### config.mk
export PLATFORM = sky130hd
export DESIGN_NAME = odcr_regs
export DESIGN_NICKNAME = d
export VERILOG_FILES = /design/src/verilog/odcr_pkg.sv /design/src/verilog/odcr_regs.sv
export SDC_FILE = /design/constraint.sdc
export NUM_CORES = 1
export LEC_CHECK = 0
export ABC_AREA = 1
export BUFFER_PORTS_ARGS = -buffer_cell sky130_fd_sc_hd__buf_2
export CORE_MARGIN = 2
export CORE_UTILIZATION = 60
export CTS_BUF_LIST = sky130_fd_sc_hd__clkbuf_2 sky130_fd_sc_hd__clkbuf_4 sky130_fd_sc_hd__clkbuf_8
export DETAILED_ROUTE_END_ITERATION = 8
export PLACE_DENSITY = 0.88
export RECOVER_POWER = 50
export SLEW_MARGIN = 20
export SYNTH_ARGS = -nofsm -noshare
export SYNTH_HDL_FRONTEND = slang
export SYNTH_SLANG_ARGS = --single-unit
### constraint.sdc
create_clock -name clock -period 30.4 [get_ports clock]
set_input_delay 1.52 -clock clock [delete_from_list [all_inputs] [get_ports clock]]
set_output_delay 1.52 -clock clock [all_outputs]
set_load 0.1 [all_outputs]
### src/verilog/odcr_pkg.sv
package odcr_pkg;

  // Register offsets within the page
  localparam logic [7:0] OFS_PROGRAM_COMMAND_CTRL         = 8'h0F;
  localparam logic [7:0] OFS_OUT1_DIVIDE_RATIO_HIGH       = 8'h18;
  localparam logic [7:0] OFS_OUT1_DIVIDE_RATIO_MID        = 8'h19;
  localparam logic [7:0] OFS_OUT1_DIVIDE_RATIO_LOW        = 8'h1A;
  localparam logic [7:0] OFS_OUT1_DRIVER_PHASE_STRENGTH   = 8'h1B;
  localparam logic [7:0] OFS_OUT1_OUTPUT_DELAY            = 8'h1C;
  localparam logic [7:0] OFS_OUT1_DRIVER_STANDARD_SUPPLY  = 8'h1D;
  localparam logic [7:0] OFS_SHADOW_FIRST                 = 8'h18;
  localparam logic [7:0] OFS_SHADOW_LAST                  = 8'h67;
  localparam logic [7:0] OFS_PAGE_SELECT                  = 8'hFF;
  localparam logic [7:0] THIS_PAGE                        = 8'h03;
  localparam int         SHADOW_DEPTH                     = 80;

  // Field positions
  localparam int CMD_MSB        = 7;
  localparam int CMD_LSB        = 3;
  localparam int ESCAPE_BIT     = 1;
  localparam int DIV_HIGH_MSB   = 3;
  localparam int PHASE_MSB      = 7;
  localparam int PHASE_LSB      = 6;
  localparam int STRENGTH_MSB   = 2;
  localparam int COARSE_MSB     = 5;
  localparam int FINE_MSB       = 7;
  localparam int FINE_LSB       = 6;
  localparam int SUPPLY_MSB     = 4;
  localparam int SUPPLY_LSB     = 3;
  localparam int STANDARD_MSB   = 2;

  localparam logic [7:0] REG_RESET = 8'h00;
  localparam int         FINE_STEP_PS = 30;

  // Program command codes
  localparam logic [4:0] CMD_FUSE_BURN     = 5'h18;
  localparam logic [4:0] CMD_FUSE_READ     = 5'h0C;
  localparam logic [4:0] CMD_COPY_SHADOW   = 5'h06;
  localparam logic [4:0] CMD_GO_ACTIVE     = 5'h1B;

  // Supply levels
  localparam logic [1:0] SUPPLY_1V8 = 2'h0;
  localparam logic [1:0] SUPPLY_2V5 = 2'h1;
  localparam logic [1:0] SUPPLY_3V3 = 2'h2;

  typedef enum logic [2:0] {
    STD_LVDS         = 3'h0,
    STD_LVPECL_CM    = 3'h1,
    STD_CML_DC       = 3'h2,
    STD_HCSL_DC      = 3'h3,
    STD_LVDS_BOOST   = 3'h4,
    STD_LVPECL_NOCM  = 3'h5
  } odcr_std_t;

  // Live settings handed to the output channel
  typedef struct packed {
    logic [19:0] output_divide_ratio;
    logic        cmos_pin_positive_inv;
    logic        cmos_pin_negative_inv;
    logic [2:0]  drive_strength;
    logic [5:0]  coarse_delay_cycles;
    logic [1:0]  fine_delay_steps;
    logic [1:0]  output_supply_level;
    logic [2:0]  output_driver_standard;
    logic        standard_valid;
  } odcr_live_t;

  typedef struct packed {
    logic       wr;
    logic       rd;
    logic [7:0] addr;
    logic [7:0] wdata;
  } odcr_req_t;

endpackage : odcr_pkg

### src/verilog/odcr_regs.sv
`timescale 1ns/1ns
`default_nettype none
module odcr_regs
  import odcr_pkg::*;
(
  input  wire logic       clock,
  input  wire logic       rst,
  input  wire logic       clk_en,
  input  wire odcr_req_t  req,
  output var  logic [7:0] rdata_ff,
  output var  logic       rvalid_ff,
  output var  logic       active_ff,
  output var  logic       fuse_burn_ff,
  output var  logic       fuse_read_ff,
  output var  odcr_live_t live_ff
);

  typedef enum logic [0:0] {ST_COMMAND, ST_ACTIVE} odcr_state_t;

  odcr_state_t state_ff;
  logic [7:0]  page_ff;
  logic [7:0]  command_ff;
  logic [7:0]  shadow_ff [SHADOW_DEPTH];
  odcr_state_t nxt_state;

  function automatic logic in_shadow(input logic [7:0] a);
    in_shadow = (a >= OFS_SHADOW_FIRST) && (a <= OFS_SHADOW_LAST);
  endfunction : in_shadow

  // Only meaningful while in_shadow holds; the subtraction wraps below the window
  function automatic logic [6:0] shadow_idx(input logic [7:0] a);
    logic [7:0] d;
    d = a - OFS_SHADOW_FIRST;
    shadow_idx = d[6:0];
  endfunction : shadow_idx

  function automatic logic [7:0] sh(input logic [7:0] a);
    sh = shadow_ff[shadow_idx(a)];
  endfunction : sh

  logic       on_page;
  logic       wr_cmd;
  logic [4:0] code;
  assign on_page = (page_ff == THIS_PAGE);
  assign wr_cmd  = req.wr && on_page && (req.addr == OFS_PROGRAM_COMMAND_CTRL);
  assign code    = req.wdata[CMD_MSB:CMD_LSB];

  // Shadow bytes that feed the live settings at a copy command
  logic [7:0] sh_div_high;
  logic [7:0] sh_div_mid;
  logic [7:0] sh_div_low;
  logic [7:0] sh_phase_strength;
  logic [7:0] sh_delay;
  logic [7:0] sh_std_supply;
  assign sh_div_high       = shadow_ff[shadow_idx(OFS_OUT1_DIVIDE_RATIO_HIGH)];
  assign sh_div_mid        = shadow_ff[shadow_idx(OFS_OUT1_DIVIDE_RATIO_MID)];
  assign sh_div_low        = shadow_ff[shadow_idx(OFS_OUT1_DIVIDE_RATIO_LOW)];
  assign sh_phase_strength = shadow_ff[shadow_idx(OFS_OUT1_DRIVER_PHASE_STRENGTH)];
  assign sh_delay          = shadow_ff[shadow_idx(OFS_OUT1_OUTPUT_DELAY)];
  assign sh_std_supply     = shadow_ff[shadow_idx(OFS_OUT1_DRIVER_STANDARD_SUPPLY)];

  // Command codes act only in the command-accepting state
  function automatic logic cmd_is(input logic [4:0] want);
    cmd_is = wr_cmd && (state_ff == ST_COMMAND) && (code == want);
  endfunction : cmd_is

  always_ff @(posedge clock or posedge rst) begin
    if (rst) begin
      page_ff <= REG_RESET;
    end else if (clk_en && req.wr && req.addr == OFS_PAGE_SELECT) begin
      page_ff <= req.wdata;
    end
  end

  always_ff @(posedge clock or posedge rst) begin
    if (rst) begin
      command_ff <= REG_RESET;
    end else if (clk_en && wr_cmd) begin
      command_ff <= req.wdata;
    end
  end

  always_ff @(posedge clock or posedge rst) begin
    if (rst) begin
      for (int i = 0; i < SHADOW_DEPTH; i++) begin
        shadow_ff[i] <= REG_RESET;
      end
    end else if (clk_en && req.wr && on_page && in_shadow(req.addr)) begin
      shadow_ff[shadow_idx(req.addr)] <= req.wdata;
    end
  end

  // Device state machine: next state decoded once, state and its flag registered
  // Codes written while active are ignored; only the escape bit counts there
  always_comb begin
    nxt_state = state_ff;
    if (wr_cmd) begin
      unique case (state_ff)
        ST_COMMAND: begin
          if (code == CMD_GO_ACTIVE) begin
            nxt_state = ST_ACTIVE;
          end
        end
        ST_ACTIVE: begin
          if (req.wdata[ESCAPE_BIT]) begin
            nxt_state = ST_COMMAND;
          end
        end
      endcase
    end
  end

  always_ff @(posedge clock or posedge rst) begin
    if (rst) begin
      state_ff  <= ST_COMMAND;
      active_ff <= 1'b0;
    end else if (clk_en) begin
      state_ff  <= nxt_state;
      active_ff <= (nxt_state == ST_ACTIVE);
    end
  end

  always_ff @(posedge clock or posedge rst) begin
    if (rst) begin
      fuse_burn_ff <= 1'b0;
    end else if (clk_en) begin
      fuse_burn_ff <= cmd_is(CMD_FUSE_BURN);
    end
  end

  always_ff @(posedge clock or posedge rst) begin
    if (rst) begin
      fuse_read_ff <= 1'b0;
    end else if (clk_en) begin
      fuse_read_ff <= cmd_is(CMD_FUSE_READ);
    end
  end

  // copy shadow to live settings; other codes leave them alone
  // Live settings move only here, so half-written shadow bytes never reach the driver
  always_ff @(posedge clock or posedge rst) begin
    if (rst) begin
      live_ff <= '0;
    end else if (clk_en && cmd_is(CMD_COPY_SHADOW)) begin
      // divide ratio assembly, spare high nibble dropped
      live_ff.output_divide_ratio <= {sh_div_high[DIV_HIGH_MSB:0],
                                      sh_div_mid,
                                      sh_div_low};
      live_ff.cmos_pin_positive_inv <= sh_phase_strength[PHASE_MSB];
      live_ff.cmos_pin_negative_inv <=
        (sh_phase_strength[PHASE_MSB:PHASE_LSB] != 2'h1);
      live_ff.drive_strength <= sh_phase_strength[STRENGTH_MSB:0];
      live_ff.coarse_delay_cycles <= sh_delay[COARSE_MSB:0];
      live_ff.fine_delay_steps <= sh_delay[FINE_MSB:FINE_LSB];
      live_ff.output_supply_level <=
        sh_std_supply[SUPPLY_MSB:SUPPLY_LSB];
      live_ff.output_driver_standard <= sh_std_supply[STANDARD_MSB:0];
      live_ff.standard_valid <= (sh_std_supply[STANDARD_MSB:0]
                                 <= STD_LVPECL_NOCM);
    end
  end

  // Read strobe answered one cycle later
  always_ff @(posedge clock or posedge rst) begin
    if (rst) begin
      rvalid_ff <= 1'b0;
    end else if (clk_en) begin
      rvalid_ff <= req.rd;
    end
  end

  // Read port: one cycle latency
  // A write and a read in the same cycle: the read returns the old value
  always_ff @(posedge clock or posedge rst) begin
    if (rst) begin
      rdata_ff  <= REG_RESET;
    end else if (clk_en) begin
      if (!req.rd) begin
        rdata_ff <= REG_RESET;
      end else if (req.addr == OFS_PAGE_SELECT) begin
        rdata_ff <= page_ff;
      end else if (on_page && req.addr == OFS_PROGRAM_COMMAND_CTRL) begin
        rdata_ff <= command_ff;
      end else if (on_page && in_shadow(req.addr)) begin
        rdata_ff <= sh(req.addr);
      end else begin
        rdata_ff <= REG_RESET;
      end
    end
  end

endmodule : odcr_regs
`default_nettype wire

==> reports/qor_table.md <==
| Quantity | Reported |
|---|---|
| Run status | finished, violations left |
| Violations in the final reports | capacitance limit, slew limit |
| Cell area after synthesis | 34010 µm² |
| Detailed placer's ending HPWL | 52.58 mm |
| First-pass GRT wire length | 149.9 mm |
| Global-route usage over all layers | 0.3163 |
| Clk sink count | 707 |
| Largest voltage drop on the vdd net | 0.00004969 V |
| Wire length the detailed router placed on met1 | 36.30 mm |
| Iteration-0 DRC count of the detailed router | 3482 |
| Port Buf Inserts | 71 |
| Period utilization | 0.4393 |
| Final GP Congestion | 0.9475 |
| Worst skew pair latency | 770 ps |
| Number of unique standard cell types used by synthesis | 38 |
| Worst-case setup margin in the final layout | 17040 ps |
| Most instantiated flip-flop cell in the synthesis netlist | sky130_fd_sc_hd__dfrtp_1 |
| Worst Max-Slew Pin Slew | 9645 ps |
| Worst hold path depth | 2 |
| Setup Total Neg Slack | 0 ps |
| Maximum root-to-sink buffer count | 3 |
| Number of flip-flops under the largest register name | 592 |
| Synthesized flop and latch total | 707 |
| Unrepaired setup endpoints after global routing | false |
| Top flop regs | shadow_ff: 592 flops, live_ff: 39 flops |
| Leak pwr | 17.02 nW |
| Filler Cells Inserted | 4402 |
| Number of detailed-routing iterations run before antenna repair | 8 |
| Yosys warning count | 0 |
| Placement-stage worst setup slack | 25180 ps |
| Mean Syn Cell Area | 7.975 µm² |
| Cts repair resizes | 0 |
| Logic depth of the worst register-to-register path | 10 |
| Relative slew slack | -5.430 |
| Total of max-cap violations | 8 |
| Crit path cell chain | buf_2 > clkinvlp_2 > clkbuf_1 |
| Via count of the routed design | 29430 |
| Share of flip-flops with an asynchronous set or reset after synthesis | 1.000 |
| Cells after synthesis | 4265 |
| DR vias/cell | 5.835 |
| Highest fanout seen on the critical path | 187 |
| Kind of path behind the tightest hold check | flop to flop |
| Final setup violation count | 0 |
| Area taken by multi-input logic gates | 13930 µm² |
| Highest clock rate | 74.88 MHz |
| Area of the die | 58610 µm² |
| CTS tree | built |
| EDFF count, synth | 0 |
| Number of hold-slack violations in the final timing report | 0 |
| DRC errors left | 0 |
| FP Rows | 87 |
| Std-Cell Core Area | 56170 µm² |
| Register area share after synthesis | 0.5201 |
| Total power density per cell area | 53.08 nW/µm² |
| Largest delay share family, worst path | buffers and inverters |
| IO Pins | 72 |
| Minimum period implied by the final worst setup slack | 13360 ps |
| Launching element type of the critical path | primary input |
| Fraction of layout instances using a drive strength above 1 | 0.09519 |
| WS Path Type | primary input to async pin |
| Buffering stage count on the worst path with inverters included | 3 |
| Final net count | 4224 |
| Final global-route overflow total | 0 |
| Final Max Tran Viols | 788 |
| Buffers inserted during post-CTS setup optimization | 0 |
| Number of nets produced by synthesis | 4291 |
| Number of buffers added by the clock tree synthesis step | 110 |
| Width of the die | 242.1 µm |
| Element type at the critical path end | async pin |
| Number of global-route vias before repair | 28800 |
| Peak per-stage delay on the critical path | 6930 ps |
| Final Routed Wirelength | 91.66 mm |
| Chip Height | 242.1 µm |
| # hold bufs at CTS | 0 |
| Top register by number of flip-flops | shadow_ff |
| Antenna violations before repair | 0 |
| Slowest stage cell, crit path | sky130_fd_sc_hd__clkbuf_1 |
| Number of routed nets with antenna violations | 0 |
| Post-detailed-route wirelength per cell | 18.18 µm |
| CP Data Required Time | 28810 ps |
| Number of cells on the critical path | 3 |
| H-Tree Level Count | 3 |
| Highest routed layer | met4 |
| Signed area change from the synthesized netlist to the final layout | 8.052% |
| Largest net degree at the start of global routing | 188 |
| Register clock-pin slew on the reported worst setup and hold paths | 60 ps |
| Critical path data arrival time | 11770 ps |
| Amount of wire on met2 after detailed routing | 42.34 mm |
| Met3 Wirelength | 8.918 mm |
| Sequential cell area | 17690 µm² |
| Root Buffer Master | sky130_fd_sc_hd__clkbuf_8 |
| Worst Clk Skew | 30.51 ps |
| Starting density of the core | 0.6056 |
## metal layers
metal  GRT usage  vias to the layer above
met3     0.06469                      324
met1      0.4171                    14010
met2      0.4991                     1607
met5           0                        -
li1            -                    13490
met4      0.1630                        0
## where the power goes
group	switching (mW)	internal [mW]	total [mW]
Sequential	0.000428	0.942	0.942
Combinational	0.115	0.0271	0.142
Clock	0.391	0.474	0.866
Total	0.507	1.44	1.95
## metrics by stage
step | total power [mW] | util | area, µm² | hold slack (ps) | instances
6_report | 1.951 | 0.6543 | 36750 | 474.9 | 5043
3_5_place_dp | 1.098 | 0.6128 | 34420 | 459.8 | 4840
2_1_floorplan | 1.053 | - | 34010 | 440.9 | 4265
4_1_cts | 1.950 | 0.6561 | 36850 | 476.0 | 5040
5_1_grt | 2.010 | 0.6543 | 36750 | 496.1 | 5042
3_3_place_gp | 1.096 | 0.6128 | 34420 | 451.9 | 4840
## cell usage after synthesis (2+ instances only)
library cell	count	area share
sky130_fd_sc_hd__nand2_1	1545	0.17
sky130_fd_sc_hd__o21ai_0	628	0.092
sky130_fd_sc_hd__a21oi_1	10	0.0015
sky130_fd_sc_hd__nand3_1	317	0.047
sky130_fd_sc_hd__inv_1	299	0.033
sky130_fd_sc_hd__nor2_8	3	0.0018
sky130_fd_sc_hd__buf_6	8	0.0026
sky130_fd_sc_hd__inv_4	2	0.00037
sky130_fd_sc_hd__nand4_1	19	0.0035
sky130_fd_sc_hd__clkbuf_1	168	0.019
sky130_fd_sc_hd__clkinv_1	4	0.00044
sky130_fd_sc_hd__nand3_4	45	0.023
sky130_fd_sc_hd__nor2_4	9	0.0030
sky130_fd_sc_hd__nand3_2	36	0.011
sky130_fd_sc_hd__buf_4	2	0.00044
sky130_fd_sc_hd__nand3b_1	21	0.0046
sky130_fd_sc_hd__nor3_1	11	0.0016
sky130_fd_sc_hd__buf_2	90	0.013
sky130_fd_sc_hd__dfrtp_1	707	0.52
sky130_fd_sc_hd__nand2_2	2	0.00037
sky130_fd_sc_hd__nor2_1	182	0.020
sky130_fd_sc_hd__o21ai_1	81	0.012
sky130_fd_sc_hd__buf_1	21	0.0023
sky130_fd_sc_hd__inv_2	5	0.00055
sky130_fd_sc_hd__ha_1	5	0.0018
sky130_fd_sc_hd__mux2_2	33	0.011
## worst paths after layout
path	start	to	slack (ps)
max	rst	shadow_ff[170]$_DFFE_PP0P_	17040
min	rdata_ff[3]$_DFFE_PP0P_	rdata_ff[3]$_DFFE_PP0P_	470
max reg2reg	page_ff[2]$_DFFE_PP0P_	sh_delay[5]$_DFFE_PP0P_	27290
min reg2reg	rdata_ff[3]$_DFFE_PP0P_	rdata_ff[3]$_DFFE_PP0P_	470
max in group clock	req[11]	live_ff[29]$_DFFE_PP0P_	21290
min in group asynchronous	rst	shadow_ff[512]$_DFFE_PP0P_	2460
## logic make-up after synthesis
family                   share of synthesized area
AND/OR/NAND/NOR                             0.2878
multiplexers                               0.01122
AO/OA/AOI/OAI                               0.1067
adder cells (fa/ha/maj)                   0.001839
buffers and inverters                      0.07155
XOR/XNOR                                 0.0007359
flip-flops                                  0.5201
## worst reg2reg max path: cells and delay by family, from the launching register on
kind / cells / cell delay [ps]
AO/OA/AOI/OAI: 1 / 100
buffers and inverters: 3 / 1350
AND/OR/NAND/NOR: 6 / 1070
flip-flops: 1 / 420
## final cells by class
class                           instances  share of cell area
Timing Repair Buffer                  110             0.01576
Tap cell                              756             0.02574
Clock inverter                         25            0.005890
Inverter                              310             0.03200
Antenna cell                            1          0.00006809
Sequential cell                       707              0.4814
Multi-Input combinational cell       2959              0.3789
Clock buffer                          175             0.06026
## cell usage in the layout (no fill, tap or decap), types with 3 or more instances in the layout
master	Yosys	routed
sky130_fd_sc_hd__nand3b_1	21	21
sky130_fd_sc_hd__dfrtp_1	707	707
sky130_fd_sc_hd__ha_1	5	5
sky130_fd_sc_hd__inv_12	0	3
sky130_fd_sc_hd__clkinv_2	0	17
sky130_fd_sc_hd__nand4_1	19	19
sky130_fd_sc_hd__a21oi_1	10	10
sky130_fd_sc_hd__nor3_1	11	12
sky130_fd_sc_hd__inv_2	5	11
sky130_fd_sc_hd__clkbuf_4	0	31
sky130_fd_sc_hd__nand2_1	1545	1545
sky130_fd_sc_hd__clkbuf_1	168	59
sky130_fd_sc_hd__nor2_4	9	13
sky130_fd_sc_hd__nand3_1	317	317
sky130_fd_sc_hd__o21ai_0	628	628
sky130_fd_sc_hd__nor2_1	182	173
sky130_fd_sc_hd__buf_2	90	18
sky130_fd_sc_hd__inv_1	299	293
sky130_fd_sc_hd__nor2_8	3	3
sky130_fd_sc_hd__nand3_4	45	45
sky130_fd_sc_hd__buf_4	2	31
sky130_fd_sc_hd__nor2_2	1	6
sky130_fd_sc_hd__mux2_2	33	33
sky130_fd_sc_hd__o21ai_1	81	81
sky130_fd_sc_hd__nand3_2	36	36
sky130_fd_sc_hd__clkbuf_8	0	144
Power figures use the tool's default switching activity.
